**config.mk**
```make
export PLATFORM = sky130hd
export DESIGN_NAME = vic_command_regs
export DESIGN_NICKNAME = d
export VERILOG_FILES = /design/src/common/vic_pkg.sv /design/src/hdl/vic_ext_detect.sv /design/src/hdl/vic_command_regs.sv
export SDC_FILE = /design/constraint.sdc
export NUM_CORES = 1
export LEC_CHECK = 0
export BUFFER_PORTS_ARGS = -buffer_cell sky130_fd_sc_hd__buf_2
export CORE_ASPECT_RATIO = 0.9
export CORE_UTILIZATION = 40
export CTS_CLUSTER_SIZE = 10
export DETAILED_ROUTE_END_ITERATION = 8
export GPL_TIMING_DRIVEN = 0
export SKIP_CTS_REPAIR_TIMING = 1
export SYNTH_ARGS = -nofsm -noshare
export SYNTH_HDL_FRONTEND = slang
export SYNTH_SLANG_ARGS = --single-unit
```
**constraint.sdc**
```tcl
create_clock -name pclk -period 4.8 [get_ports pclk]
set_input_delay 0 -clock pclk [delete_from_list [all_inputs] [get_ports pclk]]
set_output_delay 0 -clock pclk [all_outputs]
set_load 0.02 [all_outputs]
```
**src/common/vic_pkg.sv**
```systemverilog
// ==========================================================================
// Register map, field layout and mode codes of the interrupt command block.
// ==========================================================================
package vic_pkg;

  // ========================================================================
  // Register byte addresses on the APB.
  // ========================================================================
  localparam logic [31:0] VIC_ADDR_MASK_READ = 32'hfff82114;
  localparam logic [31:0] VIC_ADDR_MASK_SET = 32'hfff82120;
  localparam logic [31:0] VIC_ADDR_MASK_DISABLE = 32'hfff82124;
  localparam logic [31:0] VIC_ADDR_SOURCE_SET = 32'hfff82128;
  localparam logic [31:0] VIC_ADDR_SOURCE_CLEAR = 32'hfff8212c;
  localparam logic [31:0] VIC_ADDR_END_OF_SERVICE = 32'hfff82130;
  localparam logic [31:0] VIC_ADDR_PENDING = 32'hfff82140;
  localparam logic [31:0] VIC_ADDR_ACTIVE = 32'hfff82144;
  localparam logic [31:0] VIC_ADDR_EXT_STATUS = 32'hfff82148;
  localparam logic [31:0] VIC_ADDR_EXT_CFG = 32'hfff8214c;
  localparam logic [31:0] VIC_ADDR_EVT_STATUS = 32'hfff82150;
  localparam logic [31:0] VIC_ADDR_EVT_MASK = 32'hfff82154;
  localparam logic [31:0] VIC_ADDR_DEBUG_HOLD = 32'hfff82200;

  // ========================================================================
  // Field positions and widths.
  // ========================================================================
  localparam int VIC_CH_LO = 1;
  localparam int VIC_CH_HI = 31;
  localparam int VIC_CH_EXT = 31;
  localparam int VIC_NUM_W = 5;
  localparam int VIC_DEBUG_BIT = 0;
  localparam int VIC_PEND_VALID_BIT = 31;
  localparam int VIC_EXT_N = 2;
  localparam int VIC_MODE_W = 2;
  localparam int VIC_EVT_N = 3;
  localparam int VIC_EVT_EXT_A = 0;
  localparam int VIC_EVT_EXT_B = 1;
  localparam int VIC_EVT_SERVICE = 2;

  // ========================================================================
  // Trigger mode codes of each external input.
  // ========================================================================
  localparam logic [1:0] VIC_MODE_LOW = 2'h0;
  localparam logic [1:0] VIC_MODE_HIGH = 2'h1;
  localparam logic [1:0] VIC_MODE_RISE = 2'h2;
  localparam logic [1:0] VIC_MODE_FALL = 2'h3;

  // ========================================================================
  // Reset values.
  // ========================================================================
  localparam logic [31:1] VIC_RST_CHANNELS = 31'h0;
  localparam logic [3:0] VIC_RST_EXT_CFG = 4'h0;
  localparam logic [31:0] VIC_RST_WORD = 32'h0;

endpackage : vic_pkg

```
**src/hdl/vic_ext_detect.sv**
```systemverilog
`timescale 1ns/100ps
`default_nettype none
// ==========================================================================
// Synchroniser and trigger detector for the two external interrupt pins.
// ==========================================================================
module vic_ext_detect
  import vic_pkg::*;
(
  // Clock and reset.
  input wire logic pclk,
  input wire logic presetn,
  // Raw pins from outside the clock domain.
  input wire logic ext_irq_a,
  input wire logic ext_irq_b,
  // Trigger modes, two bits per input, input a in the low pair.
  input wire logic [3:0] ext_cfg,
  // One bit per input, high while its trigger condition holds.
  output logic [1:0] ext_trig
);

  // All flip-flops of the detector.
  typedef struct packed {
    logic [1:0] meta;
    logic [1:0] sync;
    logic [1:0] prev;
  } vic_det_s;

  vic_det_s st;
  vic_det_s next_st;

  // ========================================================================
  // Next state: two-stage synchroniser, then a history stage.
  // ========================================================================
  always_comb begin
    next_st = st;
    next_st.meta = {ext_irq_b, ext_irq_a};
    // The first stage feeds only the second, so metastability stays contained.
    next_st.sync = st.meta;
    next_st.prev = st.sync;
  end

  // State register. The stages reset to the high idle level of the active-low pins,
  // so low mode does not fire and edge modes see no false edge after reset.
  always_ff @(posedge pclk or negedge presetn) begin
    if (!presetn) begin
      st <= '1;
    end else begin
      st <= next_st;
    end
  end

  // ========================================================================
  // Per-input trigger decode.
  // ========================================================================
  for (genvar g = 0; g < VIC_EXT_N; g++) begin : g_det
    logic [1:0] mode;
    assign mode = ext_cfg[g*VIC_MODE_W +: VIC_MODE_W];
    assign ext_trig[g] = (mode == VIC_MODE_LOW) ? !st.sync[g] :
                         (mode == VIC_MODE_HIGH) ? st.sync[g] :
                         (mode == VIC_MODE_RISE) ? (st.sync[g] && !st.prev[g]) :
                         (!st.sync[g] && st.prev[g]);
  end

  // ========================================================================
  // Checks.
  // ========================================================================
  // A rising edge in rising mode triggers on the cycle the edge is seen.
  property p_rise_trig;
    @(posedge pclk) disable iff (!presetn)
      (ext_cfg[1:0] == VIC_MODE_RISE) && $rose(st.sync[0]) |-> ext_trig[0];
  endproperty
  a_rise_trig: assert property (p_rise_trig) else $error("rising edge missed");

  // A falling input in rising mode never triggers.
  property p_fall_quiet;
    @(posedge pclk) disable iff (!presetn)
      (ext_cfg[3:2] == VIC_MODE_RISE) && $fell(st.sync[1]) |-> !ext_trig[1];
  endproperty
  a_fall_quiet: assert property (p_fall_quiet) else $error("wrong edge triggered");

endmodule : vic_ext_detect
`default_nettype wire

```
**src/hdl/vic_command_regs.sv**
```systemverilog
// The APB slave port was chosen for this implementation.
`timescale 1ns/100ps
`default_nettype none
// ==========================================================================
// Command registers of the vectored interrupt controller.
// ==========================================================================
module vic_command_regs
  import vic_pkg::*;
(
  // Clock and reset.
  input wire logic pclk,
  input wire logic presetn,
  // APB slave.
  input wire logic psel,
  input wire logic penable,
  input wire logic pwrite,
  input wire logic [31:0] paddr,
  input wire logic [31:0] pwdata,
  output logic [31:0] prdata,
  output logic pready,
  output logic pslverr,
  // Peripheral interrupt sources, same clock, level high.
  input wire logic [30:1] src_in,
  // External interrupt pins.
  input wire logic ext_irq_a,
  input wire logic ext_irq_b,
  // Toward the processor core.
  output logic irq_to_core,
  // Block event interrupt.
  output logic irq_out
);

  // ========================================================================
  // State.
  // ========================================================================
  // Every flip-flop of the block except src_q and the detector stages in u_ext lives in this one struct.
  typedef struct packed {
    logic [31:1] enable;       // Channel enable bits.
    logic [31:1] active;       // Channel activity, tracked regardless of enable.
    logic dbg_hold;            // Debug hold mode.
    logic [4:0] pend_num;      // Captured pending channel number.
    logic pend_valid;          // Pending vector holds a channel.
    logic in_service;          // A channel has been stacked into service.
    logic [4:0] svc_num;       // Number of the channel under service.
    logic [1:0] ext_status;    // Which external input fired.
    logic [3:0] ext_cfg;       // Trigger modes of the external inputs.
    logic [2:0] evt_status;    // Sticky block events.
    logic [2:0] evt_mask;      // Event interrupt enables.
    logic [31:0] rdata;        // Read data held for the access phase.
  } vic_state_s;

  vic_state_s st;
  vic_state_s next_st;

  logic [1:0] ext_trig;       // Trigger conditions of the external inputs.
  logic [31:1] src_all;       // All hardware sources by channel.
  logic [31:1] fire;          // Active and enabled channels.
  logic wr_acc;               // Write access phase.
  logic rd_acc;               // Read access phase.
  logic rd_setup;             // Read setup phase.
  logic mapped;               // Address hits a register.
  logic [4:0] top_num;        // Highest firing channel.

  // ========================================================================
  // External input detector.
  // ========================================================================
  vic_ext_detect u_ext (
    .pclk(pclk),
    .presetn(presetn),
    .ext_irq_a(ext_irq_a),
    .ext_irq_b(ext_irq_b),
    .ext_cfg(st.ext_cfg),
    .ext_trig(ext_trig)
  );

  assign src_all = {|ext_trig, src_in};

  assign fire = st.active & st.enable;
  assign irq_to_core = |fire;
  assign irq_out = |(st.evt_status & st.evt_mask);

  // ========================================================================
  // APB decode. The slave never waits, so every access is two cycles.
  // ========================================================================
  assign pready = 1'b1;
  assign wr_acc = psel && penable && pwrite;
  assign rd_acc = psel && penable && !pwrite;
  assign rd_setup = psel && !penable && !pwrite;
  assign prdata = st.rdata;

  // Address decode, shared by the error answer.
  always_comb begin
    case (paddr)
      VIC_ADDR_MASK_READ, VIC_ADDR_MASK_SET, VIC_ADDR_MASK_DISABLE,
      VIC_ADDR_SOURCE_SET, VIC_ADDR_SOURCE_CLEAR, VIC_ADDR_END_OF_SERVICE,
      VIC_ADDR_PENDING, VIC_ADDR_ACTIVE, VIC_ADDR_EXT_STATUS, VIC_ADDR_EXT_CFG,
      VIC_ADDR_EVT_STATUS, VIC_ADDR_EVT_MASK, VIC_ADDR_DEBUG_HOLD: begin
        mapped = 1'b1;
      end
      default: begin
        mapped = 1'b0;
      end
    endcase
  end

  // An unmapped address is refused in its access phase.
  assign pslverr = psel && penable && !mapped;

  // ========================================================================
  // Highest-numbered firing channel. Priority logic proper sits elsewhere.
  // ========================================================================
  always_comb begin
    top_num = '0;
    for (int i = VIC_CH_LO; i <= VIC_CH_HI; i++) begin
      if (fire[i]) begin
        top_num = 5'(i);
      end
    end
  end

  // ========================================================================
  // Next state.
  // ========================================================================
  always_comb begin
    next_st = st;

    // Read data is fetched in the setup phase so it is ready from a flop.
    if (rd_setup) begin
      case (paddr)
        VIC_ADDR_MASK_READ: begin
          next_st.rdata = {st.enable, 1'b0};
        end
        VIC_ADDR_PENDING: begin
          next_st.rdata = VIC_RST_WORD;
          next_st.rdata[VIC_PEND_VALID_BIT] = st.pend_valid;
          next_st.rdata[VIC_NUM_W-1:0] = st.pend_num;
        end
        VIC_ADDR_ACTIVE: begin
          next_st.rdata = {st.active, 1'b0};
        end
        VIC_ADDR_EXT_STATUS: begin
          next_st.rdata = {30'h0, st.ext_status};
        end
        VIC_ADDR_EXT_CFG: begin
          next_st.rdata = {28'h0, st.ext_cfg};
        end
        VIC_ADDR_EVT_STATUS: begin
          next_st.rdata = {29'h0, st.evt_status};
        end
        VIC_ADDR_EVT_MASK: begin
          next_st.rdata = {29'h0, st.evt_mask};
        end
        default: begin
          next_st.rdata = VIC_RST_WORD;
        end
      endcase
    end

    // Plain register writes.
    if (wr_acc) begin
      case (paddr)
        VIC_ADDR_MASK_SET: begin
          next_st.enable = st.enable | pwdata[31:1];
        end
        VIC_ADDR_MASK_DISABLE: begin
          next_st.enable = st.enable & ~pwdata[31:1];
        end
        VIC_ADDR_EXT_CFG: begin
          next_st.ext_cfg = pwdata[3:0];
        end
        VIC_ADDR_EVT_MASK: begin
          next_st.evt_mask = pwdata[2:0];
        end
        VIC_ADDR_DEBUG_HOLD: begin
          next_st.dbg_hold = pwdata[VIC_DEBUG_BIT];
        end
        default: begin
          next_st.enable = st.enable;
        end
      endcase
    end

    if (wr_acc && paddr == VIC_ADDR_SOURCE_CLEAR) begin
      next_st.active = st.active & ~pwdata[31:1];
    end
    next_st.active = next_st.active | src_all;
    if (wr_acc && paddr == VIC_ADDR_SOURCE_SET) begin
      next_st.active = next_st.active | pwdata[31:1];
    end

    // external status, write one clears, new trigger wins.
    if (wr_acc && paddr == VIC_ADDR_EXT_STATUS) begin
      next_st.ext_status = st.ext_status & ~pwdata[1:0];
    end
    next_st.ext_status = next_st.ext_status | ext_trig;

    // Block events: external triggers and end of service.
    if (wr_acc && paddr == VIC_ADDR_EVT_STATUS) begin
      next_st.evt_status = st.evt_status & ~pwdata[2:0];
    end
    next_st.evt_status[VIC_EVT_EXT_A] = next_st.evt_status[VIC_EVT_EXT_A] | ext_trig[0];
    next_st.evt_status[VIC_EVT_EXT_B] = next_st.evt_status[VIC_EVT_EXT_B] | ext_trig[1];

    if (wr_acc && paddr == VIC_ADDR_END_OF_SERVICE) begin
      next_st.in_service = 1'b0;
      next_st.evt_status[VIC_EVT_SERVICE] = 1'b1;
    end

    if (rd_acc && paddr == VIC_ADDR_PENDING && !st.dbg_hold && st.pend_valid) begin
      next_st.pend_valid = 1'b0;
      next_st.in_service = 1'b1;
      next_st.svc_num = st.pend_num;
    end
    // debug hold stacks on write only.
    if (wr_acc && paddr == VIC_ADDR_PENDING && st.dbg_hold && st.pend_valid) begin
      next_st.pend_valid = 1'b0;
      next_st.in_service = 1'b1;
      next_st.svc_num = st.pend_num;
    end

    // Capture a new vector only while nothing is pending or in service.
    if (!st.pend_valid && !st.in_service && (|fire)) begin
      next_st.pend_valid = 1'b1;
      next_st.pend_num = top_num;
    end
  end

  // State register.
  always_ff @(posedge pclk or negedge presetn) begin
    if (!presetn) begin
      st <= '0;
    end else begin
      st <= next_st;
    end
  end

  // ========================================================================
  // Checks.
  // ========================================================================
  logic [31:1] src_q;  // Sources one cycle back, for the unforce check.
  always_ff @(posedge pclk or negedge presetn) begin
    if (!presetn) begin
      src_q <= VIC_RST_CHANNELS;
    end else begin
      src_q <= src_all;
    end
  end

  property p_mask_clear;
    @(posedge pclk) disable iff (!presetn)
      wr_acc && paddr == VIC_ADDR_MASK_DISABLE |=> (st.enable & $past(pwdata[31:1])) == '0;
  endproperty
  a_mask_clear: assert property (p_mask_clear) else $error("mask clear failed");

  property p_mask_set;
    @(posedge pclk) disable iff (!presetn)
      wr_acc && paddr == VIC_ADDR_MASK_SET |=>
        (st.enable & $past(pwdata[31:1])) == $past(pwdata[31:1]);
  endproperty
  a_mask_set: assert property (p_mask_set) else $error("mask set failed");

  property p_force;
    @(posedge pclk) disable iff (!presetn)
      wr_acc && paddr == VIC_ADDR_SOURCE_SET |=>
        (st.active & $past(pwdata[31:1])) == $past(pwdata[31:1]);
  endproperty
  a_force: assert property (p_force) else $error("force failed");

  property p_unforce;
    @(posedge pclk) disable iff (!presetn)
      wr_acc && paddr == VIC_ADDR_SOURCE_CLEAR |=>
        (st.active & $past(pwdata[31:1]) & ~src_q) == '0;
  endproperty
  a_unforce: assert property (p_unforce) else $error("unforce failed");

  property p_eos;
    @(posedge pclk) disable iff (!presetn)
      wr_acc && paddr == VIC_ADDR_END_OF_SERVICE |=> !st.in_service ##1 1'b1;
  endproperty
  a_eos: assert property (p_eos) else $error("service not ended");

  property p_dbg_read_keeps;
    @(posedge pclk) disable iff (!presetn)
      rd_acc && paddr == VIC_ADDR_PENDING && st.dbg_hold && st.pend_valid |=>
        st.pend_valid && st.pend_num == $past(st.pend_num);
  endproperty
  a_dbg_read_keeps: assert property (p_dbg_read_keeps) else $error("debug read cleared");

  property p_dbg_write_stacks;
    @(posedge pclk) disable iff (!presetn)
      wr_acc && paddr == VIC_ADDR_PENDING && st.dbg_hold && st.pend_valid |=>
        st.in_service && !st.pend_valid && st.svc_num == $past(st.pend_num);
  endproperty
  a_dbg_write_stacks: assert property (p_dbg_write_stacks) else $error("debug stack failed");

  property p_normal_read_clears;
    @(posedge pclk) disable iff (!presetn)
      rd_acc && paddr == VIC_ADDR_PENDING && !st.dbg_hold && st.pend_valid |=>
        !st.pend_valid && st.in_service;
  endproperty
  a_normal_read_clears: assert property (p_normal_read_clears) else $error("read did not clear");

  property p_ext_channel;
    @(posedge pclk) disable iff (!presetn)
      ext_trig != 2'h0 |=> st.active[VIC_CH_EXT] && st.ext_status != 2'h0;
  endproperty
  a_ext_channel: assert property (p_ext_channel) else $error("external not on 31");

  property p_ext_status;
    @(posedge pclk) disable iff (!presetn)
      ext_trig[1] |=> st.ext_status[1] ##1 st.ext_status[1] || $past(wr_acc);
  endproperty
  a_ext_status: assert property (p_ext_status) else $error("status lost");

  property p_gate;
    @(posedge pclk) disable iff (!presetn)
      (st.active & st.enable) == '0 |-> !irq_to_core;
  endproperty
  a_gate: assert property (p_gate) else $error("disabled channel forwarded");

  property p_cmd_reads_zero;
    @(posedge pclk) disable iff (!presetn)
      rd_setup && paddr == VIC_ADDR_SOURCE_SET |=> prdata == VIC_RST_WORD;
  endproperty
  a_cmd_reads_zero: assert property (p_cmd_reads_zero) else $error("command read nonzero");

  c_normal_read: cover property (@(posedge pclk) rd_acc && paddr == VIC_ADDR_PENDING && st.pend_valid);
  c_debug_stack: cover property (@(posedge pclk) wr_acc && paddr == VIC_ADDR_PENDING && st.dbg_hold);
  c_ext_both: cover property (@(posedge pclk) ext_trig == 2'h3);
  c_irq_out: cover property (@(posedge pclk) irq_out && irq_to_core);

endmodule : vic_command_regs
`default_nettype wire

```
==> reports/qor_table.md <==
| Result | Value |
|:---|:---|
| Initial DRC count | 468 |
| Flip-flop and latch count after synthesis | 120 |
| Instance count of the mapped netlist | 690 |
| Number of global-route vias before repair | 5560 |
| Top Layer Used | met4 |
| Clk buf depth | 2 |
| Synth warnings | 0 |
| Average wire length per cell after detail routing | 16.16 um |
| CP max FO | 10 |
| Number of antenna violations at the first check in global routing | 0 |
| CTS tree | yes |
| Number of top-level design ports | 137 |
| DR pass1 iterations | 6 |
| Multi-input logic area | 2686 sq um |
| Min-Delay Startpoint | paddr[5] |
| Run status | finished clean |
| Maximum number of pins on one net before global-route repair | 83 |
| Total vias in the final route | 6024 |
| Post-route clock skew | 0.006431 ns |
| Die extent in x | 133.3 um |
| Cell Rows | 42 |
| Synth area leader | dfrtp_1 |
| Final setup violation count | 0 |
| Routability cong. | 0.8698 |
| Most used standard cell by instance count after synthesis | nand2_1 |
| Type of origin of the critical path | input pin |
| Number of antenna repair diodes | 0 |
| Area share of the largest cell type after synthesis | 45.99% |
| Max-capacitance violation count | 0 |
| Proportion of synthesized chip area in sequential cells | 48.53% |
| Remaining number of nets flagged by the antenna check after routing | 0 |
| Kind of end point of the critical path | flip-flop |
| Clock net sink count | 120 |
| Netlist cell types | 62 |
| Deepest level of the CTS H-tree | 4 |
| TNS Setup | 0 ns |
| Mapped Nets | 791 |
| Unrepaired setup endpoints after global routing | false |
| Global-route wire length before repair | 28.59 mm |
| Fmax achieved | 390.0 MHz |
| Relative slew margins | 25.66% |
| Clock transition at the register clock pins on the worst setup and hold paths after CTS | 0.05 ns |
| Fill cell instance count of the final layout | 1327 |
| Final critical-path share of the clock period | 53.42% |
| Total standard cell area after synthesis | 6203 sq um |
| Met1 Wirelength | 8.530 mm |
| Launching element of the worst setup path | paddr[3] |
| Final critical path time including I/O delays and setup | 2.564 ns |
| Worst vdd ir | 245.5 uV |
| Hold Fails Final Rpt | 0 |
| Setup Crit Path Kind | input pin to flip-flop |
| Count of final max-slew check failures | 0 |
| Wirelength, routed | 18.60 mm |
| Area added between synthesis and finish | 40.46% |
| Routed wl met3 | 965 um |
| Largest cells by area after synthesis | dfrtp_1 46%, nand2_1 8.2%, buf_4 4.4% |
| DRC errors left | 0 |
| Post-layout nets | 1041 |
| Actual slew at the worst max-slew pin | 1.108 ns |
| Number of vias per cell | 5.234 |
| IO buf count | 133 |
| Final Util | 58.38% |
| Data required, critical path | 5.09 ns |
| Total core area | 14920 sq um |
| Metal2 WL | 8.850 mm |
| All-layer global routing usage | 23.29% |
| Synthesized area divided by synthesized cell count | 8.991 sq um |
| Most common library cells after synthesis | 135 x nand2_1, 114 x dfrtp_1, 71 x nor2_1, 46 x o21ai_0 |
| Vertical extent of the die | 120.1 um |
| Starting Density | 41.57% |
| Static leakage | 0.003657 uW |
| Top FF cell, synth | dfrtp_1 |
| Data arrival time of the critical path | 2.86 ns |
| Pwr Density | 307.6 nW/um^2 |
| Hpwl dp | 13.01 mm |
| Count of flip-flops with a built-in enable after synthesis | 0 |
| Combined flip-flop and latch cell area | 3010 sq um |
| Clk_lat worst skew | 0.42 ns |
| Share of layout cells above drive strength 1 | 24.34% |
| Die footprint | 16010 sq um |
| Clock root buffer master | clkbuf_16 |
| Number of buffers inserted during clock tree synthesis | 17 |
| Async S/R FF share, synth | 100.0% |
| Overflow left after global routing | 0 |
| Reg2Reg Launch Point | st[60] |
| Min-Delay Path Class | input pin to flip-flop |
layout by cell type (no fill, tap or decap), types with 5 or more instances in the layout:
cell type / synthesis / routed
clkbuf_1: 16 / 16
buf_1: 5 / 5
nand3_1: 8 / 8
clkinvlp_4: 0 / 6
a21oi_1: 36 / 36
dfstp_2: 6 / 6
buf_4: 36 / 36
nor2_1: 71 / 71
and2_1: 7 / 7
o22ai_1: 26 / 26
a22oi_1: 10 / 10
a22o_1: 5 / 5
clkbuf_16: 0 / 17
buf_2: 2 / 134
o21ai_0: 46 / 46
mux2_2: 9 / 9
a31oi_1: 8 / 8
a211o_1: 29 / 29
a21o_1: 6 / 6
dlygate4sd3_1: 0 / 97
nor3_1: 5 / 5
nand2_1: 135 / 135
inv_1: 32 / 32
dfrtp_1: 114 / 114
nor4b_1: 5 / 5
power breakdown:
part / switching [uW] / total, uW / internal [uW]
sequential: 24.8 / 1080 / 1050
clock: 459 / 1260 / 799
combinational: 172 / 342 / 170
total: 656 / 2680 / 2020
metrics by stage:
step	instance area (sq um)	power (uW)	hold slack, ns	setup slack [ns]	instances
finish	8713	2680	0.05334	2.236	1151
global route	8713	2778	0.07216	2.052	1151
CTS	7742	2660	-0.5017	2.574	1054
detailed placement	7151	1399	-0.05764	2.218	1022
global placement	7117	1389	0.1055	2.132	1021
floorplan	6203	1261	-0.2956	2.809	690
kinds of logic (layout without fill, tap and decap cells):
family,after synthesis,count (layout),synth area share (%)
and+or+nand+nor,266,266,19.87
AOI/OAI and AO/OA,193,193,20.67
DFF,120,120,48.53
buffers and inverters,94,357,8.169
muxes,13,13,2.279
xor gates and xnor gates,3,3,0.4236
other,1,1,0.06045
final timing paths:
path                               endpoint  slack (ns)  cells past startpoint
max                                  st[85]        2.24                      9
min                               prdata[0]        0.05                      4
max reg2reg                          st[55]        2.60                      5
min reg2reg                u_ext.next_st[1]        0.36                      0
max in group asynchronous       u_ext.st[1]        3.95                      3
min in group asynchronous        prdata[24]        0.07                      2
cell type report:
type,instances,share of cell area [%]
well taps,198,2.843
plain buffers,62,4.437
clock buffers,20,5.356
flip-flops and latches,120,34.55
inverters,32,1.379
clock inverters,12,1.436
multi-input cells,476,30.83
repair buffers,231,19.17
worst max-delay path, stage by stage:
cell and delay [ns]:
clkbuf_1 0.27, nor4b_1 0.64, nand2_1 0.21, nor4bb_1 0.30
buf_2 0.25, buf_4 0.23, nand2_1 0.10, a211o_1 0.29
dlygate4sd3_1 0.55
layer usage:
| metal | vias to the layer above | track usage, % |
|---|---|---|
| met5 | - | 0 |
| met4 | 0 | 7.031 |
| met3 | 20 | 5.154 |
| met2 | 204 | 37.14 |
| met1 | 2878 | 31.60 |
| li1 | 2922 | - |
Power figures use the tool's default switching activity.
